<file path="src/inc/sr_blank_defines.svh">
`ifndef SR_BLANK_DEFINES_SVH
`define SR_BLANK_DEFINES_SVH

// Clock period in picoseconds (125 MHz)
`define CLK_PERIOD_PS       32'd8000
// Absolute floors of the blanking durations, in picoseconds
`define MIN_TON_FLOOR_PS    32'd55000
`define MIN_TOFF_FLOOR_PS   32'd70000
// Floors in cycles, rounded up
`define MIN_TON_FLOOR_CYC   ((`MIN_TON_FLOOR_PS + `CLK_PERIOD_PS - 32'd1) / `CLK_PERIOD_PS)
`define MIN_TOFF_FLOOR_CYC  ((`MIN_TOFF_FLOOR_PS + `CLK_PERIOD_PS - 32'd1) / `CLK_PERIOD_PS)
// Default configured durations in cycles, and the default exception multiple
`define DEF_TON_CYC         16'h0019
`define DEF_TOFF_CYC        16'h0032
`define DEF_EXC_MULT        8'h04
`define TIMER_ZERO          16'h0000
`define TIMER_ONE           16'h0001

`endif

</file>
<file path="src/inc/sr_blank_pkg.sv">
package sr_blank_pkg;

    typedef enum logic [2:0] {
        ST_ARM_WAIT,
        ST_OFF_BLANK,
        ST_READY,
        ST_ON_BLANK,
        ST_ON,
        ST_EXC_BLANK
    } sr_state_t;

    typedef struct packed {
        logic below_on;
        logic above_off;
        logic above_rearm;
        logic fast_slope;
    } sense_t;

endpackage : sr_blank_pkg

</file>
<file path="src/rtl/sr_blank_ctrl.sv">
`timescale 1ns/1ps
`default_nettype none
`include "sr_blank_defines.svh"

module sr_blank_ctrl
    import sr_blank_pkg::*;
#(
    parameter bit        FIXED_TIMING = 1'b1,
    parameter bit [15:0] FIXED_TON    = `DEF_TON_CYC,
    parameter bit [15:0] FIXED_TOFF   = `DEF_TOFF_CYC,
    parameter bit [7:0]  FIXED_EXC    = `DEF_EXC_MULT
) (
    input  wire logic        clk_sys_i,
    input  wire logic        resetn_i,
    input  wire logic        below_on_i,
    input  wire logic        above_off_i,
    input  wire logic        above_rearm_i,
    input  wire logic        fast_slope_detect_i,
    input  wire logic        fast_slope_en_i,
    input  wire logic        exception_en_i,
    input  wire logic [15:0] ton_cycles_i,
    input  wire logic [15:0] toff_cycles_i,
    input  wire logic [7:0]  exception_mult_i,
    output logic             gate_drive_output_o,
    output logic             exception_running_o
);

    localparam logic [15:0] TON_FLOOR  = 16'(`MIN_TON_FLOOR_CYC);
    localparam logic [15:0] TOFF_FLOOR = 16'(`MIN_TOFF_FLOOR_CYC);

    // Pin inputs pass a two-stage synchroniser; only the second stage is read
    sense_t      sense_meta;
    sense_t      sense;
    logic [1:0]  opt_meta;
    logic [1:0]  opt;
    logic [15:0] ton_meta;
    logic [15:0] ton_sync;
    logic [15:0] toff_meta;
    logic [15:0] toff_sync;
    logic [7:0]  mult_meta;
    logic [7:0]  mult_sync;

    always_ff @(posedge clk_sys_i) begin
        if (!resetn_i) begin
            sense_meta <= '0;
            sense      <= '0;
        end else begin
            sense_meta <= '{below_on_i, above_off_i, above_rearm_i, fast_slope_detect_i};
            sense      <= sense_meta;
        end
    end

    // Options come up disabled so a reset never starts with a shortcut armed
    always_ff @(posedge clk_sys_i) begin
        if (!resetn_i) begin
            opt_meta <= 2'h0;
            opt      <= 2'h0;
        end else begin
            opt_meta <= {exception_en_i, fast_slope_en_i};
            opt      <= opt_meta;
        end
    end

    // Setting words are sampled bit by bit; a change mid-word can give one
    // odd value for a cycle, which the floors below still bound
    always_ff @(posedge clk_sys_i) begin
        if (!resetn_i) begin
            ton_meta <= `DEF_TON_CYC;
            ton_sync <= `DEF_TON_CYC;
        end else begin
            ton_meta <= ton_cycles_i;
            ton_sync <= ton_meta;
        end
    end

    always_ff @(posedge clk_sys_i) begin
        if (!resetn_i) begin
            toff_meta <= `DEF_TOFF_CYC;
            toff_sync <= `DEF_TOFF_CYC;
        end else begin
            toff_meta <= toff_cycles_i;
            toff_sync <= toff_meta;
        end
    end

    always_ff @(posedge clk_sys_i) begin
        if (!resetn_i) begin
            mult_meta <= `DEF_EXC_MULT;
            mult_sync <= `DEF_EXC_MULT;
        end else begin
            mult_meta <= exception_mult_i;
            mult_sync <= mult_meta;
        end
    end

    function automatic logic [15:0] clamp_floor(input logic [15:0] v, input logic [15:0] f);
        clamp_floor = (v < f) ? f : v;
    endfunction : clamp_floor

    // Shared by both timers so they count and stop at zero the same way
    function automatic logic [15:0] count_down(input logic [15:0] v);
        count_down = (v == `TIMER_ZERO) ? `TIMER_ZERO : v - `TIMER_ONE;
    endfunction : count_down

    // Duration selection: fixed variants ignore the setting inputs entirely
    wire logic [15:0] ton_raw;
    wire logic [15:0] toff_raw;
    wire logic [7:0]  mult_raw;
    wire logic [15:0] ton_len;
    wire logic [15:0] toff_len;
    wire logic [7:0]  mult_eff;
    wire logic [23:0] exc_prod;
    wire logic [15:0] exc_len;

    assign ton_raw  = FIXED_TIMING ? FIXED_TON  : ton_sync;
    assign toff_raw = FIXED_TIMING ? FIXED_TOFF : toff_sync;
    assign mult_raw = FIXED_TIMING ? FIXED_EXC  : mult_sync;
    assign ton_len  = clamp_floor(ton_raw, TON_FLOOR);
    assign toff_len = clamp_floor(toff_raw, TOFF_FLOOR);
    assign mult_eff = (mult_raw == 8'h00) ? 8'h01 : mult_raw;
    // Saturates instead of wrapping so a large multiple cannot yield a short window
    assign exc_prod = ton_len * mult_eff;
    assign exc_len  = (exc_prod[23:16] != 8'h00) ? 16'hFFFF : exc_prod[15:0];

    // Exception wins when both are requested; slope option is then forced off
    wire logic exc_on;
    wire logic slope_on;

    assign exc_on   = opt[1];
    assign slope_on = opt[0] && !opt[1];

    sr_state_t   state;
    sr_state_t   next_state;
    logic [15:0] blank_cnt;
    logic [15:0] next_blank_cnt;
    logic [15:0] exc_cnt;
    logic [15:0] next_exc_cnt;
    logic        rearm_prev;
    logic        gate;
    logic        next_gate;

    wire logic        blank_done;
    wire logic        exc_running;
    wire logic        rearm_cross;
    wire logic [15:0] blank_dec;
    wire logic [15:0] exc_dec;

    assign blank_done  = (blank_cnt == `TIMER_ZERO);
    assign exc_running = (exc_cnt != `TIMER_ZERO);
    // Either direction counts: rising and falling crossings both restart the off blank,
    // so a ring that only grazes the threshold still stretches the blank
    assign rearm_cross = sense.above_rearm != rearm_prev;
    assign blank_dec   = count_down(blank_cnt);
    assign exc_dec     = count_down(exc_cnt);

    always_comb begin
        next_state     = state;
        next_blank_cnt = blank_dec;
        next_exc_cnt   = exc_dec;
        next_gate      = gate;
        case (state)
            ST_ARM_WAIT: begin
                next_gate = 1'b0;
                if (sense.above_rearm) begin
                    next_state     = ST_OFF_BLANK;
                    next_blank_cnt = toff_len;
                end
            end
            ST_OFF_BLANK: begin
                if (!sense.above_rearm && !slope_on) begin
                    // Sense dropped: the off period must start over
                    next_state     = ST_ARM_WAIT;
                end else if (rearm_cross) begin
                    next_blank_cnt = toff_len;
                end
                if (slope_on && sense.fast_slope) begin
                    next_state     = ST_READY;
                    next_blank_cnt = `TIMER_ZERO;
                end else if (blank_done && sense.above_rearm) begin
                    next_state = ST_READY;
                end
            end
            ST_READY: begin
                if (sense.below_on) begin
                    next_state     = ST_ON_BLANK;
                    next_gate      = 1'b1;
                    next_blank_cnt = ton_len;
                    next_exc_cnt   = exc_on ? exc_len : `TIMER_ZERO;
                end
            end
            ST_ON_BLANK: begin
                // Turn-off comparator is not looked at here
                if (blank_done) begin
                    next_state = ST_ON;
                end
            end
            ST_ON: begin
                if (sense.above_off) begin
                    next_gate = 1'b0;
                    if (exc_on && exc_running) begin
                        next_state     = ST_EXC_BLANK;
                        next_blank_cnt = ton_len;
                    end else begin
                        next_state = ST_ARM_WAIT;
                    end
                end
            end
            ST_EXC_BLANK: begin
                // Turn-on comparator masked to avoid rapid on/off cycling
                if (blank_done) begin
                    if (sense.below_on && exc_running) begin
                        next_state     = ST_ON_BLANK;
                        next_gate      = 1'b1;
                        next_blank_cnt = ton_len;
                    end else begin
                        next_state = ST_ARM_WAIT;
                    end
                end
            end
            default: begin
                next_state = ST_ARM_WAIT;
                next_gate  = 1'b0;
            end
        endcase
    end

    always_ff @(posedge clk_sys_i) begin
        if (!resetn_i) begin
            state <= ST_ARM_WAIT;
        end else begin
            state <= next_state;
        end
    end

    always_ff @(posedge clk_sys_i) begin
        if (!resetn_i) begin
            blank_cnt <= `TIMER_ZERO;
        end else begin
            blank_cnt <= next_blank_cnt;
        end
    end

    always_ff @(posedge clk_sys_i) begin
        if (!resetn_i) begin
            exc_cnt <= `TIMER_ZERO;
        end else begin
            exc_cnt <= next_exc_cnt;
        end
    end

    always_ff @(posedge clk_sys_i) begin
        if (!resetn_i) begin
            rearm_prev <= 1'b0;
        end else begin
            rearm_prev <= sense.above_rearm;
        end
    end

    always_ff @(posedge clk_sys_i) begin
        if (!resetn_i) begin
            gate <= 1'b0;
        end else begin
            gate <= next_gate;
        end
    end

    // Output registers load the next values so the pins line up with the state;
    // this costs a duplicate flip-flop but keeps the pins glitch free
    always_ff @(posedge clk_sys_i) begin
        if (!resetn_i) begin
            gate_drive_output_o <= 1'b0;
        end else begin
            gate_drive_output_o <= next_gate;
        end
    end

    always_ff @(posedge clk_sys_i) begin
        if (!resetn_i) begin
            exception_running_o <= 1'b0;
        end else begin
            exception_running_o <= (next_exc_cnt != `TIMER_ZERO);
        end
    end

endmodule : sr_blank_ctrl

`default_nettype wire

</file>
<file path="config.mk">
export PLATFORM = sky130hd
export DESIGN_NAME = sr_blank_ctrl
export DESIGN_NICKNAME = d
export VERILOG_FILES = /design/src/inc/sr_blank_pkg.sv /design/src/rtl/sr_blank_ctrl.sv
export VERILOG_INCLUDE_DIRS = /design/src /design/src/inc
export SDC_FILE = /design/constraint.sdc
export NUM_CORES = 1
export LEC_CHECK = 0
export ABC_AREA = 1
export BUFFER_PORTS_ARGS = -buffer_cell sky130_fd_sc_hd__buf_4
export CAP_MARGIN = 20
export CORE_MARGIN = 2
export CORE_UTILIZATION = 30
export DETAILED_ROUTE_END_ITERATION = 12
export PLACE_DENSITY = 0.47
export RECOVER_POWER = 25
export REMOVE_ABC_BUFFERS = 1
export SETUP_SLACK_MARGIN = 0.02
export SLEW_MARGIN = 15
export SYNTH_ARGS = -nofsm -noshare
export SYNTH_HDL_FRONTEND = slang
export SYNTH_SLANG_ARGS = --single-unit
</file>
<file path="constraint.sdc">
create_clock -name clk_sys_i -period 1.8 [get_ports clk_sys_i]
set_input_delay 0.09 -clock clk_sys_i [delete_from_list [all_inputs] [get_ports clk_sys_i]]
set_output_delay 0.09 -clock clk_sys_i [all_outputs]
set_load 0.005 [all_outputs]
</file>
* After elaboration in Yosys (flattened, before gate mapping) *
Cells that the tools add are included.

operators by class
  reductions and logical operators = 17
  equality and inequality tests = 13
  multiplexer cells = 31
  bitwise logic cells = 1
  add/sub/neg operators = 2

operators with widths
  cell                                                                  number
  16-bit 2-to-1 mux                                                     13
  16-bit one-hot mux with 5 select lines                                1
  16-bit zero test                                                      2
  16-bit nonzero test                                                   2
  16-bit by 1-bit subtractor with 16-bit output, second input constant  2
  3-bit 2-to-1 mux                                                      9
  3-bit one-hot mux with 6 select lines                                 1
  2-bit inequality test, second input constant                          6
  7-bit 2-to-1 mux                                                      1
  3-bit by 2-bit == test with 1-bit output, second input constant       2
  3-bit == test, second input constant                                  2
  1-bit logical AND                                                     6
  6-bit AND reduction                                                   1
  5-bit AND reduction                                                   1
  1-bit 2-to-1 mux                                                      4
  4-bit inequality test, second input constant                          1
  1-bit one-hot mux with 4 select lines                                 1
  3-bit by 1-bit == test with 1-bit output, second input constant       1
  1-bit zero test                                                       3
  3-bit zero test                                                       1
  2-bit 2-to-1 mux                                                      1
  2-bit OR reduction                                                    1
  1-bit inequality test                                                 1
  1-bit NOT                                                             1

word-level totals
  output and inout port bits = 2
  word-level logic and storage cells = 80
  input port bits = 48
  register bits after elaboration = 50

* Longest topological paths before layout *
Gate-level depths: netlist (run 1).

  depth in word-level cells = 8
  gate-level depth with buffers = 12
  gate-level depth less buffers = 12

* Least setup slack after synthesis (run 1) *
Ideal clock, no wire load.

  kind = register to register
  from = register exc_cnt[0]
  to = register blank_cnt[6]
  path buffers = 0
  arrival = 1531 ps
  required time = 1683 ps
  setup time = 117 ps
  setup slack = 153 ps
  cell stages (with the launch flop) = 11
  cell sequence = dfxtp_1 -> inv_1 -> ha_1 -> nand2_4 -> nor2_2 -> nand2_1 -> nand3_2 -> a21oi_2 -> nand4_4 -> nand2_4 -> nor2_2

between the ends
  longest elaborated chain between the ends = 5
  elaborated cells on any way between the ends = 8
  those cells by class = mux (5); reduce/logical (3)

ends and longest elaborated chain
  what                                         RTL line                                    RTL
  start, declared                              sr_blank_ctrl.sv:136                        logic [15:0] exc_cnt;
  start signal, assigned                       sr_blank_ctrl.sv:245                        exc_cnt <= `TIMER_ZERO;
  start signal, assigned                       sr_blank_ctrl.sv:247                        exc_cnt <= next_exc_cnt;
  16-bit nonzero test (no line) (*)            --
  1-bit logical AND, on equally long branches  sr_blank_ctrl.sv:211, sr_blank_ctrl.sv:200
  16-bit 2-to-1 mux, on equally long branches  sr_blank_ctrl.sv:211, sr_blank_ctrl.sv:200
  16-bit 2-to-1 mux, on equally long branches  sr_blank_ctrl.sv:210, sr_blank_ctrl.sv:198
  16-bit one-hot mux with 5 select lines (*)   sr_blank_ctrl.sv:161                        case (state)
  end signal, assigned                         sr_blank_ctrl.sv:237                        blank_cnt <= `TIMER_ZERO;
  end signal, assigned                         sr_blank_ctrl.sv:239                        blank_cnt <= next_blank_cnt;
  end, declared                                sr_blank_ctrl.sv:134                        logic [15:0] blank_cnt;

Mark *: on every way between the ends. The rest lies on a longest branch, timed or not.
A chain may end at the register's enable or synchronous reset.

* Worst setup path after layout (run 1) *
  from = register blank_cnt[0]
  to = register state[1]

between the ends
  longest elaborated chain between the ends = 5
  elaborated cells on any way between the ends = 9
  those cells by class = eq/ne (3); mux (3); reduce/logical (3)

ends and longest elaborated chain
  what                                   RTL line              RTL
  16-bit zero test (no line) (*)         --
  1-bit logical AND                      sr_blank_ctrl.sv:179  end else if (blank_done && sense.above_rearm) begin
  3-bit 2-to-1 mux                       sr_blank_ctrl.sv:179
  3-bit 2-to-1 mux                       sr_blank_ctrl.sv:176  if (slope_on && sense.fast_slope) begin
  3-bit one-hot mux with 6 select lines  sr_blank_ctrl.sv:161
  end signal, assigned                   sr_blank_ctrl.sv:231  state <= next_state;
  end, declared                          sr_blank_ctrl.sv:132  sr_state_t state;

Marked as above.

==> results of run 1 <==
## what timing repair did
action,4_1_cts,5_1_grt
gates resized for setup,2,18
hold endpoints to repair,6,0
endpoints found under the setup margin,8,20
buffers inserted,0,4
hold buffers,6,0
pin swaps,0,7
## cell type report
| cell class | instances | area, µm² |
|---|---|---|
| Inverter | 57 | 216.5 |
| Sequential cell | 50 | 1001 |
| Multi-Input combinational cell | 299 | 1669 |
| Fill cell | 978 | 5798 |
| Clock inverter | 2 | 12.51 |
| Clock buffer | 6 | 82.58 |
| Tap cell | 111 | 138.9 |
| Timing Repair Buffer | 35 | 277.8 |
## power by group
group	internal, W	switching [W]
Clock	0.000310	0.000383
Sequential	0.00137	0.000235
Combinational	0.00145	0.00210
## Yosys cell counts, drive strengths merged
cell type / number / area share [%]
nand4: 6 / 1.9
o21ai: 10 / 1.8
dfxtp: 50 / 36
and2: 1 / 0.22
ha: 2 / 0.89
a22oi: 2 / 0.53
a21oi: 13 / 2.8
nor3: 7 / 1.2
o21bai: 2 / 0.53
xor2: 9 / 2.8
clkbuf: 4 / 0.53
o211ai: 1 / 0.44
nor2: 86 / 15
or2: 2 / 0.53
nand3: 41 / 8.1
xnor2: 6 / 1.9
clkinv: 1 / 0.13
nand3b: 3 / 0.80
nand2: 108 / 16
inv: 56 / 7.5
## cell families after synthesis
logic type | Yosys count | synth area share (%)
buf+inv | 61 | 8.211
fa+ha+maj | 2 | 0.8876
xor+xnor | 15 | 4.661
compound gates | 28 | 6.125
flops | 50 | 35.51
simple gates | 254 | 44.61
## through the flow
step           instance area, µm²  util, %  total power, W
2_1_floorplan                2804        -        0.004138
3_3_place_gp                 3131    34.04        0.004918
5_1_grt                      3398    36.95        0.006486
3_5_place_dp                 3131    34.04        0.004933
4_1_cts                      3302    35.90        0.005671
6_report                     3398    36.95        0.005853
## registers in the layout, indices dropped and copies added (netlist names)
name,cells
sense,4
state,3
exc_cnt,16
rearm_prev,1
opt_meta,2
exception_running_o,1
blank_cnt,16
sense_meta,4
opt,2
gate_drive_output_o,1
## layer usage
metal / part of all wire (%) / vias to the layer above / track usage (%)
li1: - / 1354 / -
met3: 2.6 / 4 / 2.497
met5: 0 / - / 0
met1: 48 / 1107 / 15.48
met4: 0.76 / 0 / 3.015
met2: 48 / 23 / 21.28
## worst max path at each step
stage                                 start                             end  slack, ns  cells past startpoint
floorplan             exc_cnt[0]$_SDFF_PN0_         blank_cnt[6]$_SDFF_PN0_       0.15                     10
global placement      exc_cnt[0]$_SDFF_PN0_        blank_cnt[10]$_SDFF_PN0_       0.02                     10
detailed placement    exc_cnt[0]$_SDFF_PN0_        blank_cnt[10]$_SDFF_PN0_      0.003                     10
CTS                   exc_cnt[0]$_SDFF_PN0_         blank_cnt[2]$_SDFF_PN0_       0.03                     10
global route          exc_cnt[2]$_SDFF_PN0_  exception_running_o$_SDFF_PN0_      0.003                     11
finish              blank_cnt[0]$_SDFF_PN0_           state[1]$_SDFFE_PN0P_       0.13                     10
## critical path, stage by stage, from the launching register on
cell and delay, ns:
dfxtp_1 0.31, inv_1 0.07, ha_2 0.20, nand2_2 0.11, nor2_4 0.13, nand3_4 0.14, buf_4 0.18, o211ai_4 0.20
nand2_2 0.10, nand2_1 0.06, a21oi_1 0.06
==> flow_summary.yaml, run 1 <==
timing:
  final-max-slew-violation-count: 0
  max_freq_mhz: 597.4
  min_period_ns: 1.674
  layout_setup_ws_ns: 0.1261
  hold_viol: 0
  setup_viol: 0
  relSlewSlack_pct: 74.81
  holdWs_ns: 0.09968
  worst_slew_pin_slew_ns: 0.3750
  fin_tns_setup_ns: 0
  rsz0062_at_grt: "false"
  skew_ns: 0.01099
  finalCritPeriodShare_pct: 93.00
worst_setup_path:
  required_ns: 1.99
  path_max_fanout: 8
  arrival_ns: 1.86
  r2r_end: "state[1]$_SDFFE_PN0P_"
  critPathKind: "reg2reg"
  crit_path_end_kind: "flip-flop"
  cp-start-kind: "flip-flop"
  rr_startpoint: "blank_cnt[0]$_SDFF_PN0_"
  rrSetupSlack_ns: 0.13
  r2r_cells: 10
synth:
  syn_avg_cell_area_um2: 6.875
  synth_warnings: 0
  ys_types: 32
  synthesis.area_um2: 2819
  syn_inst: 410
  yosysSeqAreaShare_pct: 35.51
  ys_ff_latch: 50
clocking:
  path_clk_slew_ns: 0.09
  numCtsBuffers: 5
  clock-root-buffer: "clkbuf_8"
  h-tree-depth: 2
  clk_latency_ns: 0.30
  clockBufferDepth: 2
  cts_sinks: 50
  cts_tree: "yes"
placed_design:
  place_hpwl_mm: 4.473
  dp.cells: 542
  dp_slack_ns: 0.003071
  io_buffers: 9
  routabilityCongestion: 0.7923
finish:
  layout.cells.most_common: "nand2_1"
  final_cell_mix: "nand2_1, inv_1, nor2_1, dfxtp_1, nand3_1"
  final_cells: 560
  layout-drive-gt1-share_pct: 22.05
  areaGrowthSynthToFinish_pct: 20.55
  finalNetCount: 498
  antenna_cells: 0
power_and_ir_drop:
  leakage_nw: 1.653
  ir_worst_vdd_v: 0.0004600
  powerDensity_nw_per_um2: 1722
grt:
  grt_max_degree: 26
  grt_pass1_wl_mm: 10.16
  grt_overflow: 0
  grt_pass1_vias: 2265
  grt_util_all_layers_pct: 12.24
  antenna_found_initial: 0
die:
  coreArea_um2: 9196
  die_height_um: 100.9
  pin_count: 50
  die_area_um2: 10190
  rows: 35
  die_w_um: 100.9
  initial_core_util_pct: 30.65
worst_hold_path:
  min_path_type: "in2reg"
  hold_depth: 3
  worstHoldStart: "resetn_i"
  hold_path_end: "sense_meta[3]$_SDFF_PN0_"
outcome:
  status: "completed"
drt:
  vias: 2488
  avgViaCountPerCell: 4.443
  drc_errors: 0
  wl_per_cell_um: 10.58
  drt_iter0_markers: 69
  first_pass_iters: 4
  ant_nets: 0
  wirelength_mm: 5.926
job:
  maxCapViolCount: 0
Power figures use the tool's default switching activity.
==> inputs of run 2 (changes only) <==
HOLD_SLACK_MARGIN = 0.12   (was default)
==> flow_summary.yaml, run 2 (synthesis results as in run 1) <==
placed_design:
  routabilityCongestion: 0.7923
  dp_slack_ns: 0.003071
  placed_area_um2: 3131
  io_buffers: 9
  place_hpwl_mm: 4.473
finish:
  largestRegisters: "blank_cnt (16), exc_cnt (16)"
  layout.cells.most_common: "nand2_1"
  nFillCells: 973
  antenna_cells: 0
  final_cell_mix: "nand2_1, inv_1, nor2_1, dfxtp_1, nand3_1"
  layout-drive-gt1-share_pct: 21.71
  finalNetCount: 505
  multiInputGateArea_um2: 1669
  final_area_um2: 3468
  seq_area_um2: 1001
  areaGrowthSynthToFinish_pct: 23.04
grt:
  grt_max_degree: 26
  grt_pass1_vias: 2303
  grt_util_all_layers_pct: 12.40
  antenna_found_initial: 0
  grt_pass1_wl_mm: 10.29
  grt_overflow: 0
drt:
  vias: 2516
  first_pass_iters: 4
  wl_per_cell_um: 10.62
  avgViaCountPerCell: 4.437
  drc_errors: 0
  wirelength_mm: 6.020
  drt_iter0_markers: 67
  ant_nets: 0
timing:
  max_freq_mhz: 598.6
  skew_ns: 0.01010
  min_period_ns: 1.671
  setup_viol: 0
  holdWs_ns: 0.4179
  layout_setup_ws_ns: 0.1294
  relSlewSlack_pct: 74.86
  final-max-slew-violation-count: 0
  worst_slew_pin_slew_ns: 0.3742
  finalCritPeriodShare_pct: 92.81
  hold_viol: 0
clocking:
  clock-root-buffer: "clkbuf_8"
  cts_tree: "yes"
  cts_sinks: 50
  clk_latency_ns: 0.30
  clockBufferDepth: 2
  h-tree-depth: 2
  numCtsBuffers: 5
  path_clk_slew_ns: 0.10
power_and_ir_drop:
  p_sw_w: 0.002718
  leakage_nw: 1.674
  swShare_pct: 46.34
  p_int_w: 0.003148
  power_frac_clock_pct: 11.8
  ir_worst_vdd_v: 0.0004635
  power_w: 0.005866
  seqPwrFrac_pct: 27.4
  powerDensity_nw_per_um2: 1691
  pwr-share-comb_pct: 60.7
worst_setup_path:
  required_ns: 1.99
  critPathKind: "reg2reg"
  crit_path_end_kind: "flip-flop"
  cp-start-kind: "flip-flop"
  arrival_ns: 1.86
  path_max_fanout: 8
die:
  die_height_um: 100.9
  pin_count: 50
  coreArea_um2: 9196
  die_w_um: 100.9
  initial_core_util_pct: 30.65
  die_area_um2: 10190
  rows: 35
outcome:
  status: "completed"
worst_hold_path:
  min_path_type: "reg2reg"
job:
  maxCapViolCount: 0
-- run 2: area by class of cell --
type | count | share of cell area, %
clock buffers | 6 | 2.381
inverters | 57 | 6.241
repair buffers | 42 | 10.03
flip-flops and latches | 50 | 28.86
clock inverters | 2 | 0.3607
well taps | 111 | 4.004
multi-input cells | 299 | 48.12
-- run 2: critical path: stages (launching register included) --
cell,delay (ns)
dfxtp_1,0.31
inv_1,0.07
ha_2,0.20
nand2_2,0.11
nor2_4,0.13
nand3_4,0.14
buf_4,0.18
o211ai_4,0.20
nand2_2,0.10
nand2_1,0.06
a21oi_1,0.06
-- run 2: repair_timing --
| item | CTS | global route |
|---|---|---|
| setup endpoints to repair | 8 | 20 |
| hold buffers | 13 | 0 |
| buffers inserted | 0 | 4 |
| resized for setup | 2 | 18 |
| endpoints found under the hold margin | 14 | 0 |
| pin swaps | 0 | 7 |
-- run 2: metal layers --
layer	wire [µm]	vias to the layer above	global-route usage, %
met5	0	-	0
met4	45	0	3.015
met3	163	4	2.497
met2	2954	27	21.79
met1	2856	1117	15.52
li1	-	1368	-
-- run 2: final timing paths --
check / from / end / slack, ns / cells past startpoint
max reg2reg: blank_cnt[0]$_SDFF_PN0_ / state[1]$_SDFFE_PN0P_ / 0.13 / 10
min: sense_meta[1]$_SDFF_PN0_ / sense[1]$_SDFF_PN0_ / 0.42 / 2
min reg2reg: sense_meta[1]$_SDFF_PN0_ / sense[1]$_SDFF_PN0_ / 0.42 / 2
max: blank_cnt[0]$_SDFF_PN0_ / state[1]$_SDFFE_PN0P_ / 0.13 / 10
-- run 2: power groups by stage --
stage | clock network [W] | logic [W] | registers (W)
floorplan | 0 | 0.00256 | 0.00158
global placement | 0 | 0.00330 | 0.00162
detailed placement | 0 | 0.00331 | 0.00162
CTS | 0.000723 | 0.00336 | 0.00160
global route | 0.000777 | 0.00407 | 0.00165
finish | 0.000693 | 0.00356 | 0.00161
-- run 2: through the flow --
| step | instances | util (%) | setup TNS (ns) |
|---|---|---|---|
| after floorplan | 406 | - | 0 |
| after global placement | 542 | 34.04 | 0 |
| after detailed placement | 542 | 34.04 | 0 |
| after CTS | 563 | 36.67 | 0 |
| after global routing | 567 | 37.71 | -0.001647 |
| final | 567 | 37.71 | 0 |
